**config.mk**
```make
export PLATFORM = sky130hd
export DESIGN_NAME = csb_device_flat
export DESIGN_NICKNAME = d
export VERILOG_FILES = /design/src/verilog/csb_pkg.sv /design/src/verilog/csb_if.sv /design/src/verilog/csb_device.sv /design/src/verilog/csb_clk_div.sv /design/src/flat_wrapper.sv
export VERILOG_INCLUDE_DIRS = /design/src /design/src/verilog
export SDC_FILE = /design/constraint.sdc
export NUM_CORES = 1
export LEC_CHECK = 0
export BUFFER_PORTS_ARGS = -buffer_cell sky130_fd_sc_hd__buf_4
export CAP_MARGIN = 15
export CORE_MARGIN = 3
export CORE_UTILIZATION = 35
export DETAILED_ROUTE_END_ITERATION = 16
export PLACE_DENSITY = 0.73
export SETUP_SLACK_MARGIN = 0.15
export SYNTH_ARGS = -nofsm -noshare
export SYNTH_HDL_FRONTEND = slang
export SYNTH_SLANG_ARGS = --single-unit
```
**constraint.sdc**
```tcl
create_clock -name i_clk -period 5.8 [get_ports i_clk]
set_input_delay 0.87 -clock i_clk [delete_from_list [all_inputs] [get_ports i_clk]]
set_output_delay 0.87 -clock i_clk [all_outputs]
set_load 0.01 [all_outputs]
```
**src/verilog/csb_defines.svh**
```systemverilog
// Constants shared by both ends of the core sideband arbitration link.
`ifndef CSB_DEFINES_SVH
`define CSB_DEFINES_SVH
`define CSB_ADDR_W 36
`define CSB_IRQ_N 6
`define CSB_COND_W 3
`define CSB_RATIO_W 2
`define CSB_RATIO_DIV2 2'h0
`define CSB_RATIO_DIV3 2'h1
`define CSB_RATIO_DIV4 2'h2
`define CSB_RATIO_DIV1 2'h3
`define CSB_DIVISOR_2 3'h2
`define CSB_DIVISOR_3 3'h3
`define CSB_DIVISOR_4 3'h4
`define CSB_DIVISOR_1 3'h1
`define CSB_CNT_ONE 3'h1
`define CSB_CNT_W 3
`define CSB_RST_RATIO 2'h0
`define CSB_IDLE_N 1'h1
`define CSB_ASSERT_N 1'h0
`endif

```
**src/verilog/csb_pkg.sv**
```systemverilog
// Types for the core sideband arbitration link.
`include "csb_defines.svh"
package csb_pkg;
    typedef enum logic [2:0]
    {
        CSB_IDLE = 3'b000,
        CSB_GNT_LO = 3'b001,
        CSB_GNT_HI = 3'b010,
        CSB_SGNT_LO = 3'b011,
        CSB_SGNT_HI = 3'b100
    } csb_arb_e;
    typedef logic [`CSB_ADDR_W-1:0] csb_addr_t;
endpackage

```
**src/verilog/csb_if.sv**
```systemverilog
// Interface joining the core end and the external bus master end.
`timescale 1ns/1ns
`include "csb_defines.svh"
interface csb_if;
    logic bus_tick;
    logic out_en;
    logic main_bus_req_lo_n;
    logic main_bus_req_hi_n;
    logic snoop_bus_req_lo_n;
    logic snoop_bus_req_hi_n;
    logic main_bus_gnt_lo_n;
    logic main_bus_gnt_hi_n;
    logic snoop_bus_gnt_lo_n;
    logic snoop_bus_gnt_hi_n;
    logic ownership_confirm_n;
    logic release_request_n;
    logic snoop_valid_n;
    logic bus_address_oe;
    logic [`CSB_ADDR_W-1:0] bus_address;
    logic copro_read_n;
    logic copro_write_n;
    logic copro_read_ack_n;
    logic copro_write_ack_n;
    logic [`CSB_COND_W:1] copro_condition;
    logic bus_op_start_n;
    modport dev
    (
        output bus_tick, out_en, main_bus_gnt_lo_n, main_bus_gnt_hi_n, snoop_bus_gnt_lo_n,
        output snoop_bus_gnt_hi_n, release_request_n, copro_read_n, copro_write_n, bus_op_start_n,
        input main_bus_req_lo_n, main_bus_req_hi_n, snoop_bus_req_lo_n, snoop_bus_req_hi_n,
        input ownership_confirm_n, snoop_valid_n, bus_address, bus_address_oe,
        input copro_read_ack_n, copro_write_ack_n, copro_condition
    );
    modport mst
    (
        input bus_tick, out_en, main_bus_gnt_lo_n, main_bus_gnt_hi_n, snoop_bus_gnt_lo_n,
        input snoop_bus_gnt_hi_n, release_request_n, copro_read_n, copro_write_n, bus_op_start_n,
        output main_bus_req_lo_n, main_bus_req_hi_n, snoop_bus_req_lo_n, snoop_bus_req_hi_n,
        output ownership_confirm_n, snoop_valid_n, bus_address, bus_address_oe,
        output copro_read_ack_n, copro_write_ack_n, copro_condition
    );
endinterface

```
**src/verilog/csb_device.sv**
```systemverilog
// Core end: bus arbitration, snoop, coprocessor handshake, resets and straps.
//
// Notes on behaviour
// - Low-priority main request answered by low grant.
// - High-priority main request wins over low priority.
// - Snoop request answered by snoop grant.
// - High-priority snoop request wins over low one.
// - Master confirms ownership after gaining bus.
// - Core asserts release request; master gives up.
// - Snoop address valid only while snoop-valid asserted.
// - Snoop ignored while any main grant asserted.
// - Coprocessor read strobe ends on read acknowledge.
// - Coprocessor write strobe ends on write acknowledge.
// - Condition bits 3..1 serve coprocessors 3..1.
// - Bus clock restarts aligned to cold reset release.
// - Warm reset resets logic and raises reset exception.
// - Non-maskable interrupt input raises its exception.
// - Any of six interrupt lines raises interrupt.
// - Ratio strap selects divide by 2,3,4,1.
// - Timer-disable strap high blocks the timer interrupt.
// - Halt and doze outputs mirror control bits.
// - Endian strap at reset: high means big.
// - Bus-width strap high 32 bits, low 64.
// - Output-disable low drops the interface output enable; no output is floated.
// - Bus-start asserted only in operation's first clock.
`timescale 1ns/1ns
`include "csb_defines.svh"
module csb_device
(
    input wire logic i_clk,
    input wire logic i_rst,
    csb_if.dev bus,
    input wire logic i_cold_reset_n,
    input wire logic i_warm_reset_n,
    input wire logic i_nonmaskable_irq_n,
    input wire logic [`CSB_IRQ_N-1:0] i_irq_lines_n,
    input wire logic [`CSB_RATIO_W-1:0] i_bus_clock_ratio,
    input wire logic i_timer_irq_disable,
    input wire logic i_endian_strap,
    input wire logic i_bus_width_strap,
    input wire logic i_output_disable,
    input wire logic i_halt_bit,
    input wire logic i_doze_bit,
    input wire logic i_timer_tick,
    input wire logic i_core_bus_need,
    input wire logic i_cop_rd_start,
    input wire logic i_cop_wr_start,
    input wire logic i_mem_op_start,
    output logic o_halt_status,
    output logic o_doze_status,
    output logic o_exc_reset,
    output logic o_exc_nmi,
    output logic o_irq_pending,
    output logic o_timer_irq,
    output logic o_big_endian,
    output logic o_bus_32bit,
    output logic o_master_owns,
    output logic o_snoop_hit,
    output logic [`CSB_ADDR_W-1:0] o_snoop_addr,
    output logic o_cop_busy,
    output logic o_cop_done,
    output logic [`CSB_COND_W:1] o_cop_condition
);
    typedef struct packed
    {
        csb_pkg::csb_arb_e arb;
        logic gnt_lo_n;
        logic gnt_hi_n;
        logic sgnt_lo_n;
        logic sgnt_hi_n;
        logic rel_n;
        logic owned;
        logic snoop_hit;
        csb_pkg::csb_addr_t snoop_addr;
        logic rd_pend;
        logic wr_pend;
        logic rd_n;
        logic wr_n;
        logic cop_done;
        logic [`CSB_COND_W:1] cond;
        logic bs_pend;
        logic bstart_n;
        logic halt;
        logic doze;
        logic exc_reset;
        logic exc_nmi;
        logic irq_pend;
        logic timer_irq;
        logic warm_q;
        logic nmi_q;
        logic big_endian;
        logic bus32;
        logic [`CSB_RATIO_W-1:0] ratio;
    } csb_dev_s;

    csb_dev_s st;
    csb_dev_s next_st;
    logic tick;
    logic want_lo;
    logic want_hi;
    logic want_slo;
    logic want_shi;

    // ------------------------------------------------------------
    // Bus clock enable.
    // ------------------------------------------------------------
    // Held in cold reset so the first tick follows its release.
    csb_clk_div u_div
    (
        .i_clk(i_clk),
        .i_rst(i_rst),
        .i_hold(~i_cold_reset_n),
        .i_ratio(st.ratio),
        .o_tick(tick)
    );

    // Request decode of the active-low pins.
    assign want_lo = ~bus.main_bus_req_lo_n;
    assign want_hi = ~bus.main_bus_req_hi_n;
    assign want_slo = ~bus.snoop_bus_req_lo_n;
    assign want_shi = ~bus.snoop_bus_req_hi_n;

    // ------------------------------------------------------------
    // Next-state logic.
    // ------------------------------------------------------------
    // Arbitration and handshakes advance only on bus ticks.
    always_comb
    begin
        next_st = st;
        next_st.snoop_hit = 1'b0;
        next_st.cop_done = 1'b0;
        next_st.exc_reset = 1'b0;
        next_st.exc_nmi = 1'b0;
        next_st.warm_q = i_warm_reset_n;
        next_st.nmi_q = i_nonmaskable_irq_n;
        next_st.halt = i_halt_bit;
        next_st.doze = i_doze_bit;
        next_st.irq_pend = ~(&i_irq_lines_n);
        next_st.timer_irq = i_timer_tick & ~i_timer_irq_disable;
        // A falling non-maskable line gives one exception pulse.
        if (!i_nonmaskable_irq_n && st.nmi_q)
        begin
            next_st.exc_nmi = 1'b1;
        end
        // Straps latch while cold reset is held.
        if (!i_cold_reset_n)
        begin
            next_st.big_endian = i_endian_strap;
            next_st.bus32 = i_bus_width_strap;
            next_st.ratio = i_bus_clock_ratio;
        end
        // Start requests wait for the next bus tick.
        if (i_cop_rd_start && st.rd_n && st.wr_n && !st.wr_pend)
        begin
            next_st.rd_pend = 1'b1;
        end
        else if (i_cop_wr_start && st.rd_n && st.wr_n && !st.rd_pend)
        begin
            next_st.wr_pend = 1'b1;
        end
        if (i_mem_op_start)
        begin
            next_st.bs_pend = 1'b1;
        end
        if (tick)
        begin
            // Bus start lasts exactly one bus clock.
            next_st.bstart_n = ~st.bs_pend;
            next_st.bs_pend = i_mem_op_start;
            next_st.cond = bus.copro_condition;
            // Arbitration, high priority first.
            case (st.arb)
                csb_pkg::CSB_IDLE:
                begin
                    next_st.owned = 1'b0;
                    if (!i_core_bus_need)
                    begin
                        if (want_hi)
                            next_st.arb = csb_pkg::CSB_GNT_HI;
                        else if (want_lo)
                            next_st.arb = csb_pkg::CSB_GNT_LO;
                        else if (want_shi)
                            next_st.arb = csb_pkg::CSB_SGNT_HI;
                        else if (want_slo)
                            next_st.arb = csb_pkg::CSB_SGNT_LO;
                    end
                end
                csb_pkg::CSB_GNT_LO:
                    if (!want_lo) next_st.arb = csb_pkg::CSB_IDLE;
                csb_pkg::CSB_GNT_HI:
                    if (!want_hi) next_st.arb = csb_pkg::CSB_IDLE;
                csb_pkg::CSB_SGNT_LO:
                    if (!want_slo) next_st.arb = csb_pkg::CSB_IDLE;
                csb_pkg::CSB_SGNT_HI:
                    if (!want_shi) next_st.arb = csb_pkg::CSB_IDLE;
                default:
                    next_st.arb = csb_pkg::CSB_IDLE;
            endcase
            // Ownership is confirmed while a grant stands.
            if (st.arb != csb_pkg::CSB_IDLE && !bus.ownership_confirm_n)
            begin
                next_st.owned = 1'b1;
            end
            // Release request while the core needs the bus.
            next_st.rel_n = ~(i_core_bus_need && next_st.arb != csb_pkg::CSB_IDLE);
            // Snoop lookups only outside main grants.
            if (!bus.snoop_valid_n && st.gnt_lo_n && st.gnt_hi_n)
            begin
                next_st.snoop_hit = 1'b1;
                next_st.snoop_addr = bus.bus_address;
            end
            // Coprocessor strobes end on their acknowledge.
            if (!st.rd_n && !bus.copro_read_ack_n)
            begin
                next_st.rd_n = `CSB_IDLE_N;
                next_st.cop_done = 1'b1;
            end
            else if (st.rd_pend)
            begin
                next_st.rd_n = `CSB_ASSERT_N;
                next_st.rd_pend = 1'b0;
            end
            if (!st.wr_n && !bus.copro_write_ack_n)
            begin
                next_st.wr_n = `CSB_IDLE_N;
                next_st.cop_done = 1'b1;
            end
            else if (st.wr_pend)
            begin
                next_st.wr_n = `CSB_ASSERT_N;
                next_st.wr_pend = 1'b0;
            end
        end
        // Warm reset returns bus logic to idle and raises the exception.
        if (!i_warm_reset_n)
        begin
            next_st.arb = csb_pkg::CSB_IDLE;
            next_st.owned = 1'b0;
            next_st.rel_n = `CSB_IDLE_N;
            next_st.rd_n = `CSB_IDLE_N;
            next_st.wr_n = `CSB_IDLE_N;
            next_st.rd_pend = 1'b0;
            next_st.wr_pend = 1'b0;
            next_st.bs_pend = 1'b0;
            next_st.bstart_n = `CSB_IDLE_N;
            next_st.exc_reset = st.warm_q;
        end
        // Grant pins follow the arbitration state.
        next_st.gnt_lo_n = (next_st.arb != csb_pkg::CSB_GNT_LO);
        next_st.gnt_hi_n = (next_st.arb != csb_pkg::CSB_GNT_HI);
        next_st.sgnt_lo_n = (next_st.arb != csb_pkg::CSB_SGNT_LO);
        next_st.sgnt_hi_n = (next_st.arb != csb_pkg::CSB_SGNT_HI);
    end

    // Registers the whole state, active-low pins idle high.
    always_ff @(posedge i_clk or posedge i_rst)
    begin
        if (i_rst)
        begin
            st <= '0;
            st.gnt_lo_n <= `CSB_IDLE_N;
            st.gnt_hi_n <= `CSB_IDLE_N;
            st.sgnt_lo_n <= `CSB_IDLE_N;
            st.sgnt_hi_n <= `CSB_IDLE_N;
            st.rel_n <= `CSB_IDLE_N;
            st.rd_n <= `CSB_IDLE_N;
            st.wr_n <= `CSB_IDLE_N;
            st.bstart_n <= `CSB_IDLE_N;
            st.warm_q <= `CSB_IDLE_N;
            st.nmi_q <= `CSB_IDLE_N;
            st.ratio <= `CSB_RST_RATIO;
        end
        else
        begin
            st <= next_st;
        end
    end

    // ------------------------------------------------------------
    // Outputs.
    // ------------------------------------------------------------
    // Link pins; the enable goes out on the interface, which does not float them.
    assign bus.out_en = i_output_disable;
    assign bus.bus_tick = tick;
    assign bus.main_bus_gnt_lo_n = st.gnt_lo_n;
    assign bus.main_bus_gnt_hi_n = st.gnt_hi_n;
    assign bus.snoop_bus_gnt_lo_n = st.sgnt_lo_n;
    assign bus.snoop_bus_gnt_hi_n = st.sgnt_hi_n;
    assign bus.release_request_n = st.rel_n;
    assign bus.copro_read_n = st.rd_n;
    assign bus.copro_write_n = st.wr_n;
    assign bus.bus_op_start_n = st.bstart_n;
    // User-side status.
    assign o_halt_status = st.halt;
    assign o_doze_status = st.doze;
    assign o_exc_reset = st.exc_reset;
    assign o_exc_nmi = st.exc_nmi;
    assign o_irq_pending = st.irq_pend;
    assign o_timer_irq = st.timer_irq;
    assign o_big_endian = st.big_endian;
    assign o_bus_32bit = st.bus32;
    assign o_master_owns = st.owned;
    assign o_snoop_hit = st.snoop_hit;
    assign o_snoop_addr = st.snoop_addr;
    assign o_cop_busy = st.rd_pend | st.wr_pend | ~st.rd_n | ~st.wr_n;
    assign o_cop_done = st.cop_done;
    assign o_cop_condition = st.cond;
endmodule

```
**src/verilog/csb_clk_div.sv**
```systemverilog
// Bus clock enable divider driven by the two-bit ratio strap.
`timescale 1ns/1ns
`include "csb_defines.svh"
module csb_clk_div
(
    input wire logic i_clk,
    input wire logic i_rst,
    input wire logic i_hold,
    input wire logic [`CSB_RATIO_W-1:0] i_ratio,
    output logic o_tick
);
    typedef struct packed
    {
        logic [`CSB_CNT_W-1:0] cnt;
        logic tick;
    } csb_div_s;

    csb_div_s st;
    csb_div_s next_st;
    logic [`CSB_CNT_W-1:0] divisor;

    // ------------------------------------------------------------
    // Ratio decode and counting.
    // ------------------------------------------------------------
    // Maps the strap code onto a divisor of the core clock.
    always_comb
    begin
        case (i_ratio)
            `CSB_RATIO_DIV2: divisor = `CSB_DIVISOR_2;
            `CSB_RATIO_DIV3: divisor = `CSB_DIVISOR_3;
            `CSB_RATIO_DIV4: divisor = `CSB_DIVISOR_4;
            default: divisor = `CSB_DIVISOR_1;
        endcase
    end

    // Holding restarts the count; ticks align to its release.
    always_comb
    begin
        next_st = st;
        next_st.tick = 1'b0;
        if (i_hold)
        begin
            next_st.cnt = `CSB_CNT_ONE;
        end
        else if (st.cnt >= divisor)
        begin
            next_st.cnt = `CSB_CNT_ONE;
            next_st.tick = 1'b1;
        end
        else
        begin
            next_st.cnt = st.cnt + `CSB_CNT_ONE;
        end
    end

    // Registers the divider state.
    always_ff @(posedge i_clk or posedge i_rst)
    begin
        if (i_rst)
        begin
            st <= '0;
        end
        else
        begin
            st <= next_st;
        end
    end

    assign o_tick = st.tick;
endmodule

```
**src/flat_wrapper.sv**
```systemverilog
// flat-port wrapper written by rule: the top's interface ports become plain ports
module csb_device_flat 
  (i_clk, i_rst, i_cold_reset_n, i_warm_reset_n, i_nonmaskable_irq_n, i_irq_lines_n, i_bus_clock_ratio, i_timer_irq_disable, i_endian_strap, i_bus_width_strap, i_output_disable, i_halt_bit, i_doze_bit, i_timer_tick, i_core_bus_need, i_cop_rd_start, i_cop_wr_start, i_mem_op_start, o_halt_status, o_doze_status, o_exc_reset, o_exc_nmi, o_irq_pending, o_timer_irq, o_big_endian, o_bus_32bit, o_master_owns, o_snoop_hit, o_snoop_addr, o_cop_busy, o_cop_done, o_cop_condition, bus_bus_tick, bus_out_en, bus_main_bus_gnt_lo_n, bus_main_bus_gnt_hi_n, bus_snoop_bus_gnt_lo_n, bus_snoop_bus_gnt_hi_n, bus_release_request_n, bus_copro_read_n, bus_copro_write_n, bus_bus_op_start_n, bus_main_bus_req_lo_n, bus_main_bus_req_hi_n, bus_snoop_bus_req_lo_n, bus_snoop_bus_req_hi_n, bus_ownership_confirm_n, bus_snoop_valid_n, bus_bus_address, bus_bus_address_oe, bus_copro_read_ack_n, bus_copro_write_ack_n, bus_copro_condition);
  csb_if bus_i ();
  input wire logic i_clk;
  input wire logic i_rst;
  input wire logic i_cold_reset_n;
  input wire logic i_warm_reset_n;
  input wire logic i_nonmaskable_irq_n;
  input wire logic [`CSB_IRQ_N-1:0] i_irq_lines_n;
  input wire logic [`CSB_RATIO_W-1:0] i_bus_clock_ratio;
  input wire logic i_timer_irq_disable;
  input wire logic i_endian_strap;
  input wire logic i_bus_width_strap;
  input wire logic i_output_disable;
  input wire logic i_halt_bit;
  input wire logic i_doze_bit;
  input wire logic i_timer_tick;
  input wire logic i_core_bus_need;
  input wire logic i_cop_rd_start;
  input wire logic i_cop_wr_start;
  input wire logic i_mem_op_start;
  output logic o_halt_status;
  output logic o_doze_status;
  output logic o_exc_reset;
  output logic o_exc_nmi;
  output logic o_irq_pending;
  output logic o_timer_irq;
  output logic o_big_endian;
  output logic o_bus_32bit;
  output logic o_master_owns;
  output logic o_snoop_hit;
  output logic [`CSB_ADDR_W-1:0] o_snoop_addr;
  output logic o_cop_busy;
  output logic o_cop_done;
  output logic [`CSB_COND_W:1] o_cop_condition;
  output wire logic [$bits(bus_i.bus_tick)-1:0] bus_bus_tick;
  output wire logic [$bits(bus_i.out_en)-1:0] bus_out_en;
  output wire logic [$bits(bus_i.main_bus_gnt_lo_n)-1:0] bus_main_bus_gnt_lo_n;
  output wire logic [$bits(bus_i.main_bus_gnt_hi_n)-1:0] bus_main_bus_gnt_hi_n;
  output wire logic [$bits(bus_i.snoop_bus_gnt_lo_n)-1:0] bus_snoop_bus_gnt_lo_n;
  output wire logic [$bits(bus_i.snoop_bus_gnt_hi_n)-1:0] bus_snoop_bus_gnt_hi_n;
  output wire logic [$bits(bus_i.release_request_n)-1:0] bus_release_request_n;
  output wire logic [$bits(bus_i.copro_read_n)-1:0] bus_copro_read_n;
  output wire logic [$bits(bus_i.copro_write_n)-1:0] bus_copro_write_n;
  output wire logic [$bits(bus_i.bus_op_start_n)-1:0] bus_bus_op_start_n;
  input wire logic [$bits(bus_i.main_bus_req_lo_n)-1:0] bus_main_bus_req_lo_n;
  input wire logic [$bits(bus_i.main_bus_req_hi_n)-1:0] bus_main_bus_req_hi_n;
  input wire logic [$bits(bus_i.snoop_bus_req_lo_n)-1:0] bus_snoop_bus_req_lo_n;
  input wire logic [$bits(bus_i.snoop_bus_req_hi_n)-1:0] bus_snoop_bus_req_hi_n;
  input wire logic [$bits(bus_i.ownership_confirm_n)-1:0] bus_ownership_confirm_n;
  input wire logic [$bits(bus_i.snoop_valid_n)-1:0] bus_snoop_valid_n;
  input wire logic [$bits(bus_i.bus_address)-1:0] bus_bus_address;
  input wire logic [$bits(bus_i.bus_address_oe)-1:0] bus_bus_address_oe;
  input wire logic [$bits(bus_i.copro_read_ack_n)-1:0] bus_copro_read_ack_n;
  input wire logic [$bits(bus_i.copro_write_ack_n)-1:0] bus_copro_write_ack_n;
  input wire logic [$bits(bus_i.copro_condition)-1:0] bus_copro_condition;
  assign bus_bus_tick = bus_i.bus_tick;
  assign bus_out_en = bus_i.out_en;
  assign bus_main_bus_gnt_lo_n = bus_i.main_bus_gnt_lo_n;
  assign bus_main_bus_gnt_hi_n = bus_i.main_bus_gnt_hi_n;
  assign bus_snoop_bus_gnt_lo_n = bus_i.snoop_bus_gnt_lo_n;
  assign bus_snoop_bus_gnt_hi_n = bus_i.snoop_bus_gnt_hi_n;
  assign bus_release_request_n = bus_i.release_request_n;
  assign bus_copro_read_n = bus_i.copro_read_n;
  assign bus_copro_write_n = bus_i.copro_write_n;
  assign bus_bus_op_start_n = bus_i.bus_op_start_n;
  assign bus_i.main_bus_req_lo_n = bus_main_bus_req_lo_n;
  assign bus_i.main_bus_req_hi_n = bus_main_bus_req_hi_n;
  assign bus_i.snoop_bus_req_lo_n = bus_snoop_bus_req_lo_n;
  assign bus_i.snoop_bus_req_hi_n = bus_snoop_bus_req_hi_n;
  assign bus_i.ownership_confirm_n = bus_ownership_confirm_n;
  assign bus_i.snoop_valid_n = bus_snoop_valid_n;
  assign bus_i.bus_address = bus_bus_address;
  assign bus_i.bus_address_oe = bus_bus_address_oe;
  assign bus_i.copro_read_ack_n = bus_copro_read_ack_n;
  assign bus_i.copro_write_ack_n = bus_copro_write_ack_n;
  assign bus_i.copro_condition = bus_copro_condition;
  csb_device u_core (.i_clk(i_clk), .i_rst(i_rst), .bus(bus_i), .i_cold_reset_n(i_cold_reset_n), .i_warm_reset_n(i_warm_reset_n), .i_nonmaskable_irq_n(i_nonmaskable_irq_n), .i_irq_lines_n(i_irq_lines_n), .i_bus_clock_ratio(i_bus_clock_ratio), .i_timer_irq_disable(i_timer_irq_disable), .i_endian_strap(i_endian_strap), .i_bus_width_strap(i_bus_width_strap), .i_output_disable(i_output_disable), .i_halt_bit(i_halt_bit), .i_doze_bit(i_doze_bit), .i_timer_tick(i_timer_tick), .i_core_bus_need(i_core_bus_need), .i_cop_rd_start(i_cop_rd_start), .i_cop_wr_start(i_cop_wr_start), .i_mem_op_start(i_mem_op_start), .o_halt_status(o_halt_status), .o_doze_status(o_doze_status), .o_exc_reset(o_exc_reset), .o_exc_nmi(o_exc_nmi), .o_irq_pending(o_irq_pending), .o_timer_irq(o_timer_irq), .o_big_endian(o_big_endian), .o_bus_32bit(o_bus_32bit), .o_master_owns(o_master_owns), .o_snoop_hit(o_snoop_hit), .o_snoop_addr(o_snoop_addr), .o_cop_busy(o_cop_busy), .o_cop_done(o_cop_done), .o_cop_condition(o_cop_condition));
endmodule
```
==> impl_metrics.py <==
metrics = {
    "status": {
        "status": "complete, no violations",
    },
    "clocking": {
        "worstSkewPairLatency_ps": 330,
        "clock_path_buffers": 2,
        "cts_buffers": 9,
        "cts_repair_resize_count": 0,
        "cts-htree-levels": 3,
        "post_cts_setup_bufs": 0,
        "tritoncts_clock_tree": "yes",
        "clkTransAtPathRegs_ps": 70,
        "clock_tree.root_cell": "clkbuf_8",
        "cts.sink_count": 72,
        "cts_hold_bufs": 0,
    },
    "finish": {
        "antennaDiodeCount": 0,
        "final_util_pct": 46.9,
        "post_route_cells_drive_above_1_share_pct": 41.2,
        "mostFrequentLayoutCells": "131 x buf_4, 116 x nand2_1, 62 x dfrtp_1",
        "final_net_count": 488,
        "area_growth_syn_to_layout_pct": 28.6,
        "most_common_cell_after_layout_fill_and_taps_aside": "buf_4",
    },
    "power_and_ir_drop": {
        "vdd_ir_drop_max_mv": 0.203,
        "power.share.clock_pct": 19.2,
        "pwr_density_cell_nw_per_um2": 414,
        "power.share.combinational_pct": 36.1,
        "cellInternalPower_mw": 1.14,
        "p_sw_share_pct": 33.9,
        "register_share_of_total_power_pct": 44.7,
        "net-switching-power_uw": 583,
        "static_power_due_to_leakage_nw": 2.18,
    },
    "drt": {
        "antenna_violating_nets_post_route": 0,
        "routed_wire_length_per_instance_um": 13.3,
        "detailedRoute.firstPassIterationCount": 4,
        "finalWirelength_um": 6980,
        "vias": 2403,
        "detailed_route_iter0_violations": 64,
        "via_per_inst": 4.58,
        "remaining_drc_errors": 0,
    },
    "synth": {
        "synth-edff-count": 0,
        "synthesis.nets": 397,
        "yosys_register_bits": 72,
        "syn-mean-instance-area_um2": 10.0,
        "synth.yosys.warnings": 0,
        "post_synth_instance_area_um2": 3220,
        "synth_cells": 321,
        "synth-seq-area-share_pct": 56.3,
        "yosys.cell_types.count": 47,
        "commonest_register_cell_after_synthesis": "dfrtp_1",
        "synth-async-reset-ratio_pct": 100,
    },
    "worst_setup_path": {
        "startpoint_type": "flop",
        "timing.setup.critical_path_class": "reg -> out",
        "cpMaxStageDelayCell": "dfstp_2",
        "timing.critical_path.max_delay_family": "flip-flops",
        "cp_slowest_stage_delay_ps": 570,
        "crit_required_ps": 4930,
        "timing.critical_path.buf_inv": 1,
        "signal_arrival_time_at_the_worst_endpoint_ps": 1440,
        "crit_fanout": 5,
        "cell_by_cell_trace_of_the_critical_path": "nand2_1, or3_1, buf_4",
        "crit_path_end_kind": "output port",
    },
    "sta": {
        "achievable-frequency_ghz": 0.433,
        "finalSetupTns_ps": 0,
        "post-route-period-util_pct": 39.8,
        "final_setup_margin_ps": 3490,
        "skew_ps": 10.2,
        "timing_hold_violations_final": 0,
        "max_slew.worst_pin.slew_ps": 903,
        "maxSlewViolCount": 0,
        "period_minus_slack_ps": 2310,
        "grt_setup_unrepaired": "no",
        "setup_violations": 0,
        "maxSlewHeadroom_pct": 39.8,
    },
    "die": {
        "fp.dieW_um": 102,
        "die_area_um2": 10400,
        "die_h_um": 102,
        "start_util_pct": 36.4,
        "placementRows": 34,
        "core_region_um2": 8850,
        "floorplan.io_pins": 133,
    },
    "global_routing": {
        "grt_first_pass_wirelength_um": 11100,
        "antenna_violations_before_repair": 0,
        "grt_pass1_vias": 2430,
        "maximum_number_of_pins_on_one_net_before_global_route_repair": 73,
        "gr-usage-all-layers_pct": 13.5,
        "global_route.overflow_total": 0,
    },
    "placement": {
        "dp_hpwl_um": 4930,
        "weighted_congestion_at_the_end_of_routability_driven_global_placement": 0.735,
        "pre_cts_worst_setup_slack_ps": 3600,
        "port_buffers": 129,
    },
    "min_path": {
        "worst_hold_path_type": "reg -> reg",
    },
    "run": {
        "maxCapViolations": 0,
    },
}
==> synthesized netlist by cell type, types with 2 or more instances <==
cell type / instances / share of area (%)
a21o_1: 2 / 0.47
a21oi_1: 5 / 0.78
and2_1: 2 / 0.39
and2b_2: 2 / 0.54
and3_1: 2 / 0.39
buf_2: 3 / 0.47
buf_4: 40 / 9.3
clkbuf_1: 7 / 0.82
dfrtp_1: 62 / 48
dfstp_2: 10 / 8.2
ha_1: 4 / 1.6
inv_1: 4 / 0.47
mux2_2: 7 / 2.4
nand2_1: 116 / 14
nand2b_1: 2 / 0.39
nand3_1: 3 / 0.47
nand4_1: 2 / 0.39
nor2_1: 6 / 0.70
nor2b_1: 9 / 1.7
o21a_1: 2 / 0.47
o21ai_0: 5 / 0.78
==> power groups by stage <==
stage / logic, mW / registers [mW] / clock network, mW
global route: 0.695 / 0.791 / 0.370
global placement: 0.616 / 0.773 / 0
floorplan: 0.503 / 0.746 / 0
detailed placement: 0.631 / 0.779 / 0
CTS: 0.634 / 0.770 / 0.346
finish: 0.620 / 0.769 / 0.329
==> state kept, by name (all words and copies together) (netlist names), 3 cells and up <==
register / flops
u_core.o_cop_condition: 3
u_core.o_snoop_addr: 36
u_core.st: 10
u_core.u_div.st: 3
==> stage by stage <==
| stage | instances | power [mW] | hold slack [ps] | area [um^2] |
|---|---|---|---|---|
| 5_1_grt | 525 | 1.86 | 504 | 4150 |
| 6_report | 525 | 1.72 | 479 | 4150 |
| 3_3_place_gp | 509 | 1.39 | 461 | 3990 |
| 2_1_floorplan | 321 | 1.25 | 447 | 3220 |
| 4_1_cts | 525 | 1.75 | 483 | 4150 |
| 3_5_place_dp | 509 | 1.41 | 465 | 3990 |
==> kinds of logic (layout without fill, tap and decap cells) <==
kind of cell / Yosys count / in the layout / share of synthesized area [%]
flip-flops: 72 / 72 / 56.3
AND/OR/NAND/NOR: 156 / 156 / 22.2
multiplexers: 8 / 8 / 2.91
adder cells (fa/ha/maj): 4 / 4 / 1.55
AO/OA/AOI/OAI: 24 / 24 / 5.24
XOR/XNOR: 1 / 1 / 0.272
buffers and inverters: 56 / 152 / 11.5
==> cell type report <==
cell class | instances | area (um^2)
Clock buffer | 12 | 135
Fill cell | 856 | 4700
Timing Repair Buffer | 131 | 983
Inverter | 5 | 18.8
Multi-Input combinational cell | 193 | 1040
Tap cell | 108 | 135
Sequential cell | 72 | 1810
Clock inverter | 4 | 22.5
==> routing by layer <==
metal | vias to the layer above | wire length (um) | global-route usage [%]
li1 | 1179 | - | -
met1 | 1126 | 3040 | 16.6
met2 | 87 | 3410 | 22.0
met3 | 11 | 461 | 4.30
met4 | 0 | 76 | 5.25
met5 | - | 0 | 0
==> worst register-to-register path: cells and delay by family, from the launching register on <==
kind / cells / cell delay, ps
flip-flops: 1 / 790
AO/OA/AOI/OAI: 1 / 210
AND/OR/NAND/NOR: 2 / 1080
==> final timing paths <==
kind | start | to | slack (ps) | cells past startpoint
worst max-delay path | u_core.bus.copro_write_n | o_cop_busy | 3490 | 3
worst min-delay path | u_core.o_snoop_addr[21] | u_core.o_snoop_addr[21] | 480 | 2
worst max register to register | u_core.u_div.o_tick | u_core.bus.main_bus_gnt_lo_n | 3630 | 3
worst min register to register | u_core.o_snoop_addr[21] | u_core.o_snoop_addr[21] | 480 | 2
max in group asynchronous | i_rst | u_core.o_snoop_addr[35] | 4390 | 3
min in group asynchronous | i_rst | u_core.u_div.st[1] | 810 | 3
Note: power is estimated with default switching activity, not from simulation.
